`config.mk`:
```
export PLATFORM = sky130hd
export DESIGN_NAME = cfgsr_status
export DESIGN_NICKNAME = d
export VERILOG_FILES = /design/src/cfgsr_pkg.sv /design/src/cfgsr_flag.sv /design/src/cfgsr_events.sv /design/src/cfgsr_status.sv
export SDC_FILE = /design/constraint.sdc
export NUM_CORES = 1
export LEC_CHECK = 0
export BUFFER_PORTS_ARGS = -buffer_cell sky130_fd_sc_hd__buf_4
export CAP_MARGIN = 20
export CORE_MARGIN = 1.5
export CORE_UTILIZATION = 30
export CTS_BUF_LIST = sky130_fd_sc_hd__clkbuf_2 sky130_fd_sc_hd__clkbuf_4 sky130_fd_sc_hd__clkbuf_8
export CTS_CLUSTER_DIAMETER = 40
export DETAILED_ROUTE_END_ITERATION = 16
export PLACE_DENSITY_LB_ADDON = 0.15
export SYNTH_ARGS = -nofsm -noshare
export SYNTH_HDL_FRONTEND = slang
export SYNTH_SLANG_ARGS = --single-unit
```
`constraint.sdc`:
```
create_clock -name clk_i -period 2.9 [get_ports clk_i]
set_clock_uncertainty 0.2 [all_clocks]
set_input_delay 0.145 -clock clk_i [delete_from_list [all_inputs] [get_ports clk_i]]
set_output_delay 0.145 -clock clk_i [all_outputs]
set_load 0.02 [all_outputs]
```
`src/cfgsr_pkg.sv`:
```
package cfgsr_pkg;
    // ==========================================
    // Register placement
    localparam logic [7:0] CFGSR_STATUS_OFFSET = 8'h06;
    localparam logic [7:0] CFGSR_CAP_PTR_OFFSET = 8'h40;
    localparam int CFGSR_WIDTH = 16;
    // ==========================================
    // Field positions
    localparam int CFGSR_BIT_CAP_LIST = 4;
    localparam int CFGSR_BIT_66MHZ = 5;
    localparam int CFGSR_BIT_UDF = 6;
    localparam int CFGSR_BIT_FAST_B2B = 7;
    localparam int CFGSR_BIT_MDPE = 8;
    localparam int CFGSR_BIT_DEVSEL_LO = 9;
    localparam int CFGSR_BIT_DEVSEL_HI = 10;
    localparam int CFGSR_BIT_STA = 11;
    localparam int CFGSR_BIT_RTA = 12;
    localparam int CFGSR_BIT_RMA = 13;
    localparam int CFGSR_BIT_SSE = 14;
    localparam int CFGSR_BIT_DPE = 15;
    localparam int CFGSR_CMD_BIT_PERR_RESP = 6;
    localparam int CFGSR_NUM_FLAGS = 6;
    // ==========================================
    // Reset and fixed values
    localparam logic CFGSR_RST_CAP_LIST = 1'b1;
    localparam logic CFGSR_RST_66MHZ = 1'b1;
    localparam logic CFGSR_RST_UDF = 1'b0;
    localparam logic CFGSR_FIXED_FAST_B2B = 1'b1;
    localparam logic [1:0] CFGSR_FIXED_DEVSEL = 2'h1;
    localparam logic [3:0] CFGSR_RESERVED_LO = 4'h0;
    localparam logic [5:0] CFGSR_RST_FLAGS = 6'h00;
endpackage : cfgsr_pkg

```
`src/cfgsr_flag.sv`:
```
`timescale 1ns/10ps
// Sticky event flag, cleared by writing 1; a set in the clear cycle wins
module cfgsr_flag (
    input wire logic clk_i,
    input wire logic srst_i,
    input wire logic ce_i,
    input wire logic set_i,
    input wire logic clr_i,
    output logic flag_o
);
    typedef struct packed {
        logic flag;
    } cfgsr_flag_state_t;

    cfgsr_flag_state_t st_ff;
    cfgsr_flag_state_t nxt_st;

    always_comb begin
        nxt_st = st_ff;
        if (set_i) begin
            nxt_st.flag = 1'b1; // [RULE16]
        end else if (clr_i) begin
            nxt_st.flag = 1'b0; // [RULE14]
        end
    end

    always_ff @(posedge clk_i) begin
        if (srst_i) begin
            st_ff <= '0; // [RULE14]
        end else if (ce_i) begin
            st_ff <= nxt_st;
        end
    end

    assign flag_o = st_ff.flag;
endmodule : cfgsr_flag

```
`src/cfgsr_events.sv`:
```
`timescale 1ns/10ps
// Qualifies raw bus events into set requests for the sticky flags
module cfgsr_events (
    input wire logic perr_seen_i,
    input wire logic bus_master_i,
    input wire logic perr_resp_en_i,
    input wire logic sig_target_abort_i,
    input wire logic rcv_target_abort_i,
    input wire logic rcv_master_abort_i,
    input wire logic serr_asserted_i,
    input wire logic addr_par_err_i,
    input wire logic tgt_wr_par_err_i,
    input wire logic mst_rd_par_err_i,
    output logic [5:0] set_o
);
    always_comb begin
        set_o = '0;
        set_o[0] = perr_seen_i && bus_master_i && perr_resp_en_i; // [RULE6]
        set_o[1] = sig_target_abort_i; // [RULE8]
        set_o[2] = rcv_target_abort_i; // [RULE9]
        set_o[3] = rcv_master_abort_i; // [RULE10]
        set_o[4] = serr_asserted_i; // [RULE11]
        // Parity detection ignores the response enable on purpose
        set_o[5] = addr_par_err_i || tgt_wr_par_err_i || mst_rd_par_err_i; // [RULE12] [RULE13]
    end
endmodule : cfgsr_events

```
`src/cfgsr_status.sv`:
```
`timescale 1ns/10ps
// Summary of operation
// [RULE1] Bit 4 flags a capability list, resets to 1, first entry at offset 40h.
// [RULE2] Bits 4 and 6 are written only from the local bus, not PCI.
// [RULE3] Bit 5 reports 66 MHz support, resets to 1, local-write only.
// [RULE4] Bit 6 reports user-definable functions and resets to 0.
// [RULE5] Bit 7 always reads 1; writes are ignored.
// [RULE6] Bit 8 sets on PERR while bus master with parity response enabled.
// [RULE7] Bits 10:9 are fixed at 01, medium select timing.
// [RULE8] Bit 11 sets when this device signals a target abort.
// [RULE9] Bit 12 sets when our master transaction receives a target abort.
// [RULE10] Bit 13 sets when our master transaction ends in master abort.
// [RULE11] Bit 14 sets when this device asserts system error.
// [RULE12] Bit 15 sets on parity error even with response disabled.
// [RULE13] Bit 15 sets on address, target-write or master-read parity errors.
// [RULE14] Error flags are sticky, reset to 0, cleared by writing 1.
// [RULE15] Command bit 6 is the parity-error response enable.
// [RULE16] Writing 0 keeps flags; bits 3:0 read zero; set beats clear.
module cfgsr_status (
    input wire logic clk_i,
    input wire logic srst_i,
    input wire logic ce_i,
    // PCI configuration access
    input wire logic pci_wr_i,
    input wire logic [7:0] pci_addr_i,
    input wire logic [1:0] pci_be_i,
    input wire logic [15:0] pci_wdata_i,
    // Local bus access
    input wire logic loc_wr_i,
    input wire logic [7:0] loc_addr_i,
    input wire logic [1:0] loc_be_i,
    input wire logic [15:0] loc_wdata_i,
    // Command word from the neighbouring register
    input wire logic [15:0] config_command_word_i,
    // Bus events, one-cycle pulses
    input wire logic perr_seen_i,
    input wire logic bus_master_i,
    input wire logic sig_target_abort_i,
    input wire logic rcv_target_abort_i,
    input wire logic rcv_master_abort_i,
    input wire logic serr_asserted_i,
    input wire logic addr_par_err_i,
    input wire logic tgt_wr_par_err_i,
    input wire logic mst_rd_par_err_i,
    output logic [15:0] config_status_word_o,
    output logic [7:0] cap_ptr_o
);
    // ==========================================
    // State
    typedef struct packed {
        logic cap_list;
        logic mhz66;
        logic udf;
    } cfgsr_status_state_t;

    cfgsr_status_state_t st_ff;
    cfgsr_status_state_t nxt_st;
    logic perr_resp_en;
    logic pci_hit;
    logic loc_hit;
    logic [15:0] clr_mask;
    logic [5:0] flag_set;
    logic [5:0] flag_clr;
    logic [5:0] flags;

    assign perr_resp_en = config_command_word_i[cfgsr_pkg::CFGSR_CMD_BIT_PERR_RESP]; // [RULE15]
    assign pci_hit = pci_wr_i && (pci_addr_i == cfgsr_pkg::CFGSR_STATUS_OFFSET);
    assign loc_hit = loc_wr_i && (loc_addr_i == cfgsr_pkg::CFGSR_STATUS_OFFSET);

    // ==========================================
    // Write-one-to-clear, per byte lane, from either side
    always_comb begin
        clr_mask = '0;
        if (pci_hit) begin
            clr_mask = clr_mask | (pci_wdata_i & {{8{pci_be_i[1]}}, {8{pci_be_i[0]}}});
        end
        if (loc_hit) begin
            clr_mask = clr_mask | (loc_wdata_i & {{8{loc_be_i[1]}}, {8{loc_be_i[0]}}});
        end
    end

    assign flag_clr = {clr_mask[cfgsr_pkg::CFGSR_BIT_DPE], clr_mask[cfgsr_pkg::CFGSR_BIT_SSE],
                       clr_mask[cfgsr_pkg::CFGSR_BIT_RMA], clr_mask[cfgsr_pkg::CFGSR_BIT_RTA],
                       clr_mask[cfgsr_pkg::CFGSR_BIT_STA], clr_mask[cfgsr_pkg::CFGSR_BIT_MDPE]}; // [RULE14]

    cfgsr_events u_events (
        .perr_seen_i(perr_seen_i),
        .bus_master_i(bus_master_i),
        .perr_resp_en_i(perr_resp_en),
        .sig_target_abort_i(sig_target_abort_i),
        .rcv_target_abort_i(rcv_target_abort_i),
        .rcv_master_abort_i(rcv_master_abort_i),
        .serr_asserted_i(serr_asserted_i),
        .addr_par_err_i(addr_par_err_i),
        .tgt_wr_par_err_i(tgt_wr_par_err_i),
        .mst_rd_par_err_i(mst_rd_par_err_i),
        .set_o(flag_set)
    );

    for (genvar g = 0; g < cfgsr_pkg::CFGSR_NUM_FLAGS; g++) begin : g_flag
        cfgsr_flag u_flag (
            .clk_i(clk_i),
            .srst_i(srst_i),
            .ce_i(ce_i),
            .set_i(flag_set[g]),
            .clr_i(flag_clr[g]),
            .flag_o(flags[g])
        );
    end

    // ==========================================
    // Capability bits: local side only, PCI writes ignored
    always_comb begin
        nxt_st = st_ff;
        if (loc_hit && loc_be_i[0]) begin
            nxt_st.cap_list = loc_wdata_i[cfgsr_pkg::CFGSR_BIT_CAP_LIST]; // [RULE2]
            nxt_st.mhz66 = loc_wdata_i[cfgsr_pkg::CFGSR_BIT_66MHZ]; // [RULE3]
            nxt_st.udf = loc_wdata_i[cfgsr_pkg::CFGSR_BIT_UDF]; // [RULE2]
        end
    end

    always_ff @(posedge clk_i) begin
        if (srst_i) begin
            st_ff.cap_list <= cfgsr_pkg::CFGSR_RST_CAP_LIST; // [RULE1]
            st_ff.mhz66 <= cfgsr_pkg::CFGSR_RST_66MHZ; // [RULE3]
            st_ff.udf <= cfgsr_pkg::CFGSR_RST_UDF; // [RULE4]
        end else if (ce_i) begin
            st_ff <= nxt_st;
        end
    end

    // ==========================================
    // Read view
    always_comb begin
        config_status_word_o = '0;
        config_status_word_o[3:0] = cfgsr_pkg::CFGSR_RESERVED_LO; // [RULE16]
        config_status_word_o[cfgsr_pkg::CFGSR_BIT_CAP_LIST] = st_ff.cap_list;
        config_status_word_o[cfgsr_pkg::CFGSR_BIT_66MHZ] = st_ff.mhz66;
        config_status_word_o[cfgsr_pkg::CFGSR_BIT_UDF] = st_ff.udf;
        config_status_word_o[cfgsr_pkg::CFGSR_BIT_FAST_B2B] = cfgsr_pkg::CFGSR_FIXED_FAST_B2B; // [RULE5]
        config_status_word_o[cfgsr_pkg::CFGSR_BIT_MDPE] = flags[0];
        config_status_word_o[cfgsr_pkg::CFGSR_BIT_DEVSEL_HI:cfgsr_pkg::CFGSR_BIT_DEVSEL_LO] =
            cfgsr_pkg::CFGSR_FIXED_DEVSEL; // [RULE7]
        config_status_word_o[cfgsr_pkg::CFGSR_BIT_STA] = flags[1];
        config_status_word_o[cfgsr_pkg::CFGSR_BIT_RTA] = flags[2];
        config_status_word_o[cfgsr_pkg::CFGSR_BIT_RMA] = flags[3];
        config_status_word_o[cfgsr_pkg::CFGSR_BIT_SSE] = flags[4];
        config_status_word_o[cfgsr_pkg::CFGSR_BIT_DPE] = flags[5];
    end

    // Pointer is only meaningful while the capability bit is set
    assign cap_ptr_o = st_ff.cap_list ? cfgsr_pkg::CFGSR_CAP_PTR_OFFSET : 8'h00; // [RULE1]
endmodule : cfgsr_status

```
After elaboration in Yosys (flattened, before gate mapping) --
Index checks and enable logic that the tools add are counted.
Storage, ports and cells: RAM bits 0, output and inout bits 24, input port bits 82, ROM bits 0, register bits 9, memories 0, bits in latches 0, logic and storage cells 49
Operators by class: reduce and logical (&&, ||, !) cells 20, eq/ne operators 2, bitwise gates (word level) 3, order comparisons 0, shifts and indexed selects 0, divide/modulo/power cells 0, multipliers 0, add/subtract/negate cells 0, mux-type cells 15
Operators with widths (count):
- $and 16x16->16 | 2
- $mux 16 | 2
- $eq 8x3->1 const B | 2
- $or 16x16->16 | 1
- $reduce_and 2->1 | 7
- $mux 1 | 12
- $reduce_bool 2->1 | 6
- $mux 7 | 1
- $logic_and 1x1->1 | 5
- $logic_or 1x1->1 | 2

Longest topological paths before layout --
Gate-level depths: netlist of the first run.
word-level depth 7, gate-level depth with buffers 5, gate-level depth less buffers 4

Modules after synthesis --
Synthesis of the first run repeated with hierarchy kept, for this count alone.
Unflattened totals: cell total of the unflattened synthesis 76, area, all modules 704.4 sq um
By module, submodules not included:
- cfgsr_status | cells an instance 46, instances 1, sequential area each 60.1 sq um, area an instance 406.6 sq um
- cfgsr_flag | cells an instance 4, instances 6, sequential area each 20.0 sq um, area an instance 42.5 sq um
- cfgsr_events | cells an instance 6, instances 1, sequential area each 0.0 sq um, area an instance 42.5 sq um

Worst setup path after synthesis of the first run --
OpenSTA, ideal clock, no wires.
kind input to register, start input port loc_addr_i[5], end register st_ff (netlist bit config_status_word_o[4]), data required time 2.580 ns, buffers on the path 1, cell stages on the path 4, path slack 1.044 ns, library setup time 0.120 ns, arrival 1.536 ns, cell sequence or4_4 or4_1 buf_2 a211o_1
Between the ends: longest elaborated chain between the ends 4
RTL lines:
- start: declaration | RTL line cfgsr_status.sv:30 | input wire logic [7:0] loc_addr_i,
- $eq 8x3->1 | RTL line cfgsr_status.sv:68 | assign loc_hit = loc_wr_i && (loc_addr_i == cfgsr_pkg::CFGSR_STATUS_OFFSET);
- $logic_and 1x1->1 | RTL line cfgsr_status.sv:68
- $logic_and 1x1->1 | RTL line cfgsr_status.sv:115 | if (loc_hit && loc_be_i[0]) begin
- $reduce_and 2->1 (no line)
- end signal: assignment | RTL line cfgsr_status.sv:128 | st_ff <= nxt_st;
- end: declaration | RTL line cfgsr_status.sv:56 | cfgsr_status_state_t st_ff;
No other way between the ends. A chain may end at the register's enable or synchronous reset.

Worst setup path in the final report of the first run --
start input port loc_addr_i[5], end register st_ff (netlist bit config_status_word_o[6])
The elaborated chain is that of the path after synthesis.

==> results of run 1 <==
## worst max path at each step
stage                                   end  slack, ns  cells after the start
floorplan           config_status_word_o[4]       1.04                      4
global placement    config_status_word_o[5]       0.89                      4
detailed placement  config_status_word_o[5]       0.89                      4
CTS                 config_status_word_o[6]       0.70                      6
global route        config_status_word_o[6]       0.65                      6
finish              config_status_word_o[6]       0.69                      6
## metal layers
metal  up-vias  global-route usage, %  wire, um
li1        381                      -         -
met1       332                   15.3       660
met2        47                   28.2       870
met3         6                   2.45       153
met4         0                   9.05        51
met5         -                      0         0
## cell usage in the layout (no fill, tap or decap)
master,count
a211o_1,2
a21oi_1,6
a31o_2,6
buf_4,59
clkbuf_4,4
conb_1,14
dfxtp_1,9
dlygate4sd3_1,14
inv_1,8
mux2i_1,1
nand2_1,5
nand4_1,2
nand4b_1,2
nor2_1,3
nor2b_1,1
nor4_1,1
nor4b_1,1
nor4bb_1,1
o21ai_0,6
o31ai_1,1
or4_1,1
or4_4,1
## worst max-delay path: cells and delay by family
| family | cells | cell delay [ns] |
|---|---|---|
| buffers and inverters | 2 | 0.65 |
| muxes | 1 | 0.19 |
| and+or+nand+nor | 3 | 1.16 |
## through the flow
stage                     setup slack [ns]  hold slack (ns)  instances  cell area (um2)
after floorplan                       1.04           0.0889         94              687
after global placement               0.892            0.181        157              997
after detailed placement             0.887            0.185        157              997
after CTS                            0.704          0.00117        175             1170
after global routing                 0.651          0.00881        175             1170
final                                0.695         0.000881        175             1170
## area by class of cell
cell class / count / area [um2] / area share (%)
clock buffer: 4 / 30.0 / 2.57
tap: 27 / 33.8 / 2.89
timing repair buffer: 73 / 583 / 49.9
multi-input combinational: 54 / 310 / 26.6
inverter: 8 / 30.0 / 2.57
sequential: 9 / 180 / 15.4
## sequential cells by signal, indices dropped and copies added (netlist names)
name / count
g_flag.u_flag.flag_o: 6
config_status_word_o: 3
## cell families after synthesis
kind of cell	share of synthesized area [%]
flops	28.1
other cells	1.17
compound gates	21.4
mux	1.56
simple gates	17.2
buf+inv	30.6
## where the power goes
| part | switching (mW) | internal [mW] |
|---|---|---|
| Clock | 0.0426 | 0.0623 |
| Sequential | 0.00214 | 0.129 |
| Combinational | 0.0474 | 0.0698 |
==> out/qor.yml, run 1 <==
status: "complete, no violations"
setup_tns_ns: 0
dr.first_iter.drc_count: 3
coreArea_um2: 1980
initial_core_util_pct: 32.4
cp-start-kind: "input pin"
n_fill_cell: 201
overflow: 0
cts.clk_slew.worst_paths_ns: 0.06
die_w_um: 49.3
fmax_mhz: 453
ant_nets: 0
viasPerCell: 4.38
syn-cell-area_um2: 642
grt_pass1_wl_mm: 2.84
end_kind: "register"
yosys.cell_types.count: 22
globalplace.congestion: 0.674
rrSetupSlack_ns: 1.52
wl_per_cell_um: 9.92
cp_slowest_stage_delay_ns: 0.59
io_pins: 106
cts_sinks: 9
fin_crit_sh_pct: 76.0
worstHoldPathCells: 3
antenna_found_initial: 0
reg2reg_depth: 3
cts_root_buf: "clkbuf_4"
synthArstFlopShare_pct: 0
setup_viol: 0
port_buffers: 58
htreeDepth: 1
critPathArrivalTime_ns: 2.14
dp_hpwl_mm: 1.38
final_hold_viol_count: 0
drc_errors: 0
num_antenna_cells: 0
synth.most_common_cell: "buf_4"
yosysWarnings: 0
drv_slew: 0
cts_buffers: 3
drive_gt1_share_pct: 47.3
ys.flop_type: "dfxtp_1"
finalCoreUtilization_pct: 58.9
vias: 766
rsz0062_at_grt: "false"
dieArea_um2: 2430
ys_ff_latch: 9
postSynthAreaPerCell_um2: 7.83
yosys.area.top_type: "dfxtp_1"
synthesis.instances: 82
synth_top_cells_by_area: "dfxtp_1 28%, buf_4 25%, a31o_2 8.2%"
totalWireLength_mm: 1.74
clkLatencyLatePin_ns: 0.25
ys_seq_area_share_pct: 28.1
first_pass_iters: 2
worstPathCellList: "buf_4 > or4_4 > or4_1 > mux2i_1 > nor2_1 > dlygate4sd3_1"
min-delay-start: "perr_seen_i"
ctsHoldBuffers: 14
rows: 16
nets: 231
grt_max_degree: 10
synth_top_area_share_pct: 28.1
grt_pass1_vias: 731
synth_edf_count: 0
cp_max_fo: 5
slowest_stage: "or4_1"
die_h_um: 49.3
power.total_mw: 0.353
clock_path_buffers: 2
p_leak_nw: 0.610
cts_tree: "done"
post-route-min-period_ns: 2.21
critPathKind: "input pin to register"
timing.rr.start: "g_flag[2].u_flag.flag_o"
synth_commonest_cells: "21 x buf_4, 9 x dfxtp_1, 8 x inv_1"
grtUsageTotal_pct: 15.0
critPathLaunch: "loc_addr_i[5]"
cap_violations: 0
area_growth_pct: 81.9
cts_setup_buffers: 0
ir_worst_vdd_v: 0.000160
hold_path_class: "input pin to register"
required_ns: 2.84
cts_resized: 0
power_density_nw_per_um2: 303
r2r_end: "g_flag[2].u_flag.flag_o"
whs_endpoint: "g_flag[0].u_flag.flag_o"
(Power assumes the default switching activity.)
==> inputs of run 2 (changes only) <==
ABC_AREA = 1   (was not set)
CORE_UTILIZATION = 31   (was 30)
clock period = 2.27 ns   (was 2.9 ns; I/O delays follow)
==> out/qor.yml, run 2 <==
yosysWarnings: 0  # unchanged
fin_crit_sh_pct: 96.5
die_w_um: 52.6  # +6.8%
port_buffers: 58  # unchanged
area_growth_pct: 79.6
critPathTopFamily: "buffers and inverters"
die_h_um: 52.6  # +6.8%
power_density_nw_per_um2: 353  # +17%
drc_errors: 0  # unchanged
io_pins: 106  # unchanged
synth_edf_count: 0  # unchanged
grt_pass1_vias: 858  # +17%
grtUsageTotal_pct: 16.8  # +1.8 points
post-route-min-period_ns: 2.19
synthesis.instances: 118  # +44%
worstPathCellList: "dlygate4sd3_1 > buf_4 > o31ai_1 > dlygate4sd3_1 > a21oi_1 > dlygate4sd3_1"
first_pass_iters: 4  # +2
overflow: 0  # unchanged
ys_seq_area_share_pct: 23.6  # -4.4 points
required_ns: 2.21  # -0.63 ns
r2r_end: "g_flag[5].u_flag.flag_o"
status: "complete, no violations"
antenna_found_initial: 0  # unchanged
path_buf_inv: 4  # +2
rows: 17  # +1
cp_slowest_stage_delay_ns: 0.57  # -0.02 ns
final_hold_viol_count: 0  # unchanged
viasPerCell: 4.35  # -0.55%
critPathKind: "input pin to register"
totalWireLength_mm: 2.21  # +27%
cts.clk_slew.worst_paths_ns: 0.06  # about the same
cap_violations: 0  # unchanged
postSynthAreaPerCell_um2: 6.46  # -18%
multi_input_area_um2: 387  # +25%
ir_worst_vdd_v: 0.000185  # +15%
rrSetupSlack_ns: 0.84  # -0.68 ns
clock_path_buffers: 2  # unchanged
dp_hpwl_mm: 1.55  # +12%
drive_gt1_share_pct: 34.2  # -13 points
ys_ff_latch: 9  # unchanged
vias: 962  # +26%
syn-cell-area_um2: 762  # +19%
cp-start-kind: "input pin"
synth_top_area_share_pct: 23.6  # -4.4 points
clkLatencyLatePin_ns: 0.27  # +0.02 ns
fmax_mhz: 457
synthArstFlopShare_pct: 0  # unchanged
setup_tns_ns: 0  # unchanged
n_fill_cell: 221  # +10%
grt_max_degree: 10  # unchanged
slowest_stage: "dlygate4sd3_1"
seqCellArea_um2: 180  # unchanged
num_antenna_cells: 0  # unchanged
drv_slew: 0  # unchanged
reg2reg_depth: 5  # +2
critPathArrivalTime_ns: 2.13  # about the same
cp_common_cell: "dlygate4sd3_1"
hold_path_class: "input pin to register"
p_leak_nw: 0.740  # +21%
cts_root_buf: "clkbuf_4"
htreeDepth: 1  # unchanged
min-delay-start: "loc_be_i[0]"
layout_commonest_cell: "buf_4"
coreArea_um2: 2280  # +15%
whs_endpoint: "config_status_word_o[4]"
cts_buffers: 3  # unchanged
yosys.area.top_type: "dfxtp_1"
synth_top_cells_by_area: "dfxtp_1 24%, buf_4 21%, nand2_1 12%"
largest_reg_flops: 6  # unchanged
synth_commonest_cells: "25 x nand2_1, 21 x buf_4, 19 x inv_1, 15 x nand4_1, 12 x nor2_1"
rsz0062_at_grt: "false"
end_kind: "register"
worstHoldPathCells: 4  # +1
cp_max_fo: 1  # -4
timing.rr.start: "g_flag[5].u_flag.flag_o"
wl_per_cell_um: 10.0  # +0.76%
grt_pass1_wl_mm: 3.36  # +19%
dieArea_um2: 2760  # +14%
ant_nets: 0  # unchanged
yosys.cell_types.count: 15  # -32%
dr.first_iter.drc_count: 8  # +5
final_cell_mix: "58 x buf_4, 25 x nand2_1, 23 x dlygate4sd3_1, 19 x inv_1, 15 x nand4_1"
globalplace.congestion: 0.667  # -1.0%
cts_resized: 0  # unchanged
synth.most_common_cell: "nand2_1"
initial_core_util_pct: 33.5  # +1.1 points
cts_tree: "done"
cts_sinks: 9  # unchanged
nets: 276  # +19%
ys.flop_type: "dfxtp_1"
holdWs_ns: 0.0223  # +0.0214 ns
setup_viol: 0  # unchanged
## run 2: metal layers
metal  GRT usage [%]  vias up  wire (um)  share of wire [%]
met5               0        -          0                  0
met4            9.40        0         17               0.77
met3            3.71        4        198                9.0
met2            30.8       57       1160                 52
met1            17.3      411        838                 38
li1                -      490          -                  -
## run 2: layout make-up
type	instances	area share (%)
inverters	19	5.21
well taps	28	2.56
repair buffers	81	48.6
flip-flops and latches	9	13.2
clock buffers	4	2.19
multi-input cells	80	28.2
## run 2: worst max-delay path by stage
stage / cells past startpoint / start / to / slack (ns)
after floorplan: 6 / ce_i / config_status_word_o[6] / 1.19
after global placement: 9 / pci_addr_i[0] / g_flag[5].u_flag.flag_o / 1.00
after detailed placement: 9 / pci_addr_i[0] / g_flag[5].u_flag.flag_o / 0.99
after CTS: 6 / mst_rd_par_err_i / g_flag[5].u_flag.flag_o / 0.10
after global routing: 6 / mst_rd_par_err_i / g_flag[5].u_flag.flag_o / 0.01
final: 6 / mst_rd_par_err_i / g_flag[5].u_flag.flag_o / 0.08
## run 2: repair_timing
action                                 CTS  global route
hold buffers                            23             0
endpoints found under the hold margin    9             0
buffers inserted                         0             0
## run 2: report_power, final
| group | internal, mW | total, mW | switching [mW] | leakage, nW |
|---|---|---|---|---|
| registers | 0.165 | 0.168 | 0.00359 | 0.0739 |
| logic | 0.0956 | 0.171 | 0.0758 | 0.648 |
| clock network | 0.0799 | 0.143 | 0.0632 | 0.0184 |
| total | 0.340 | 0.483 | 0.143 | 0.740 |
## run 2: worst min-delay path: cells and delay by family
| family | cells | cell delay, ns |
|---|---|---|
| AND/OR/NAND/NOR | 3 | 0.21 |
| buffers and inverters | 1 | 0.12 |
## run 2: logic make-up after synthesis
| group | Yosys count | synth area share, % |
|---|---|---|
| AND/OR/NAND/NOR | 59 | 38.9 |
| AO/OA/AOI/OAI | 7 | 4.93 |
| flip-flops | 9 | 23.6 |
| buffers and inverters | 41 | 31.5 |
| other | 2 | 0.986 |
## run 2: through the flow
stage | utilization, % | power, mW | setup slack, ns | area [um2] | cells
2_1_floorplan | - | 0.260 | 1.19 | 807 | 130
3_3_place_gp | 48.7 | 0.313 | 1.00 | 1110 | 194
3_5_place_dp | 48.7 | 0.314 | 0.988 | 1110 | 194
4_1_cts | 60.1 | 0.486 | 0.104 | 1370 | 221
5_1_grt | 60.1 | 0.517 | 0.0119 | 1370 | 221
6_report | 60.1 | 0.483 | 0.0800 | 1370 | 221
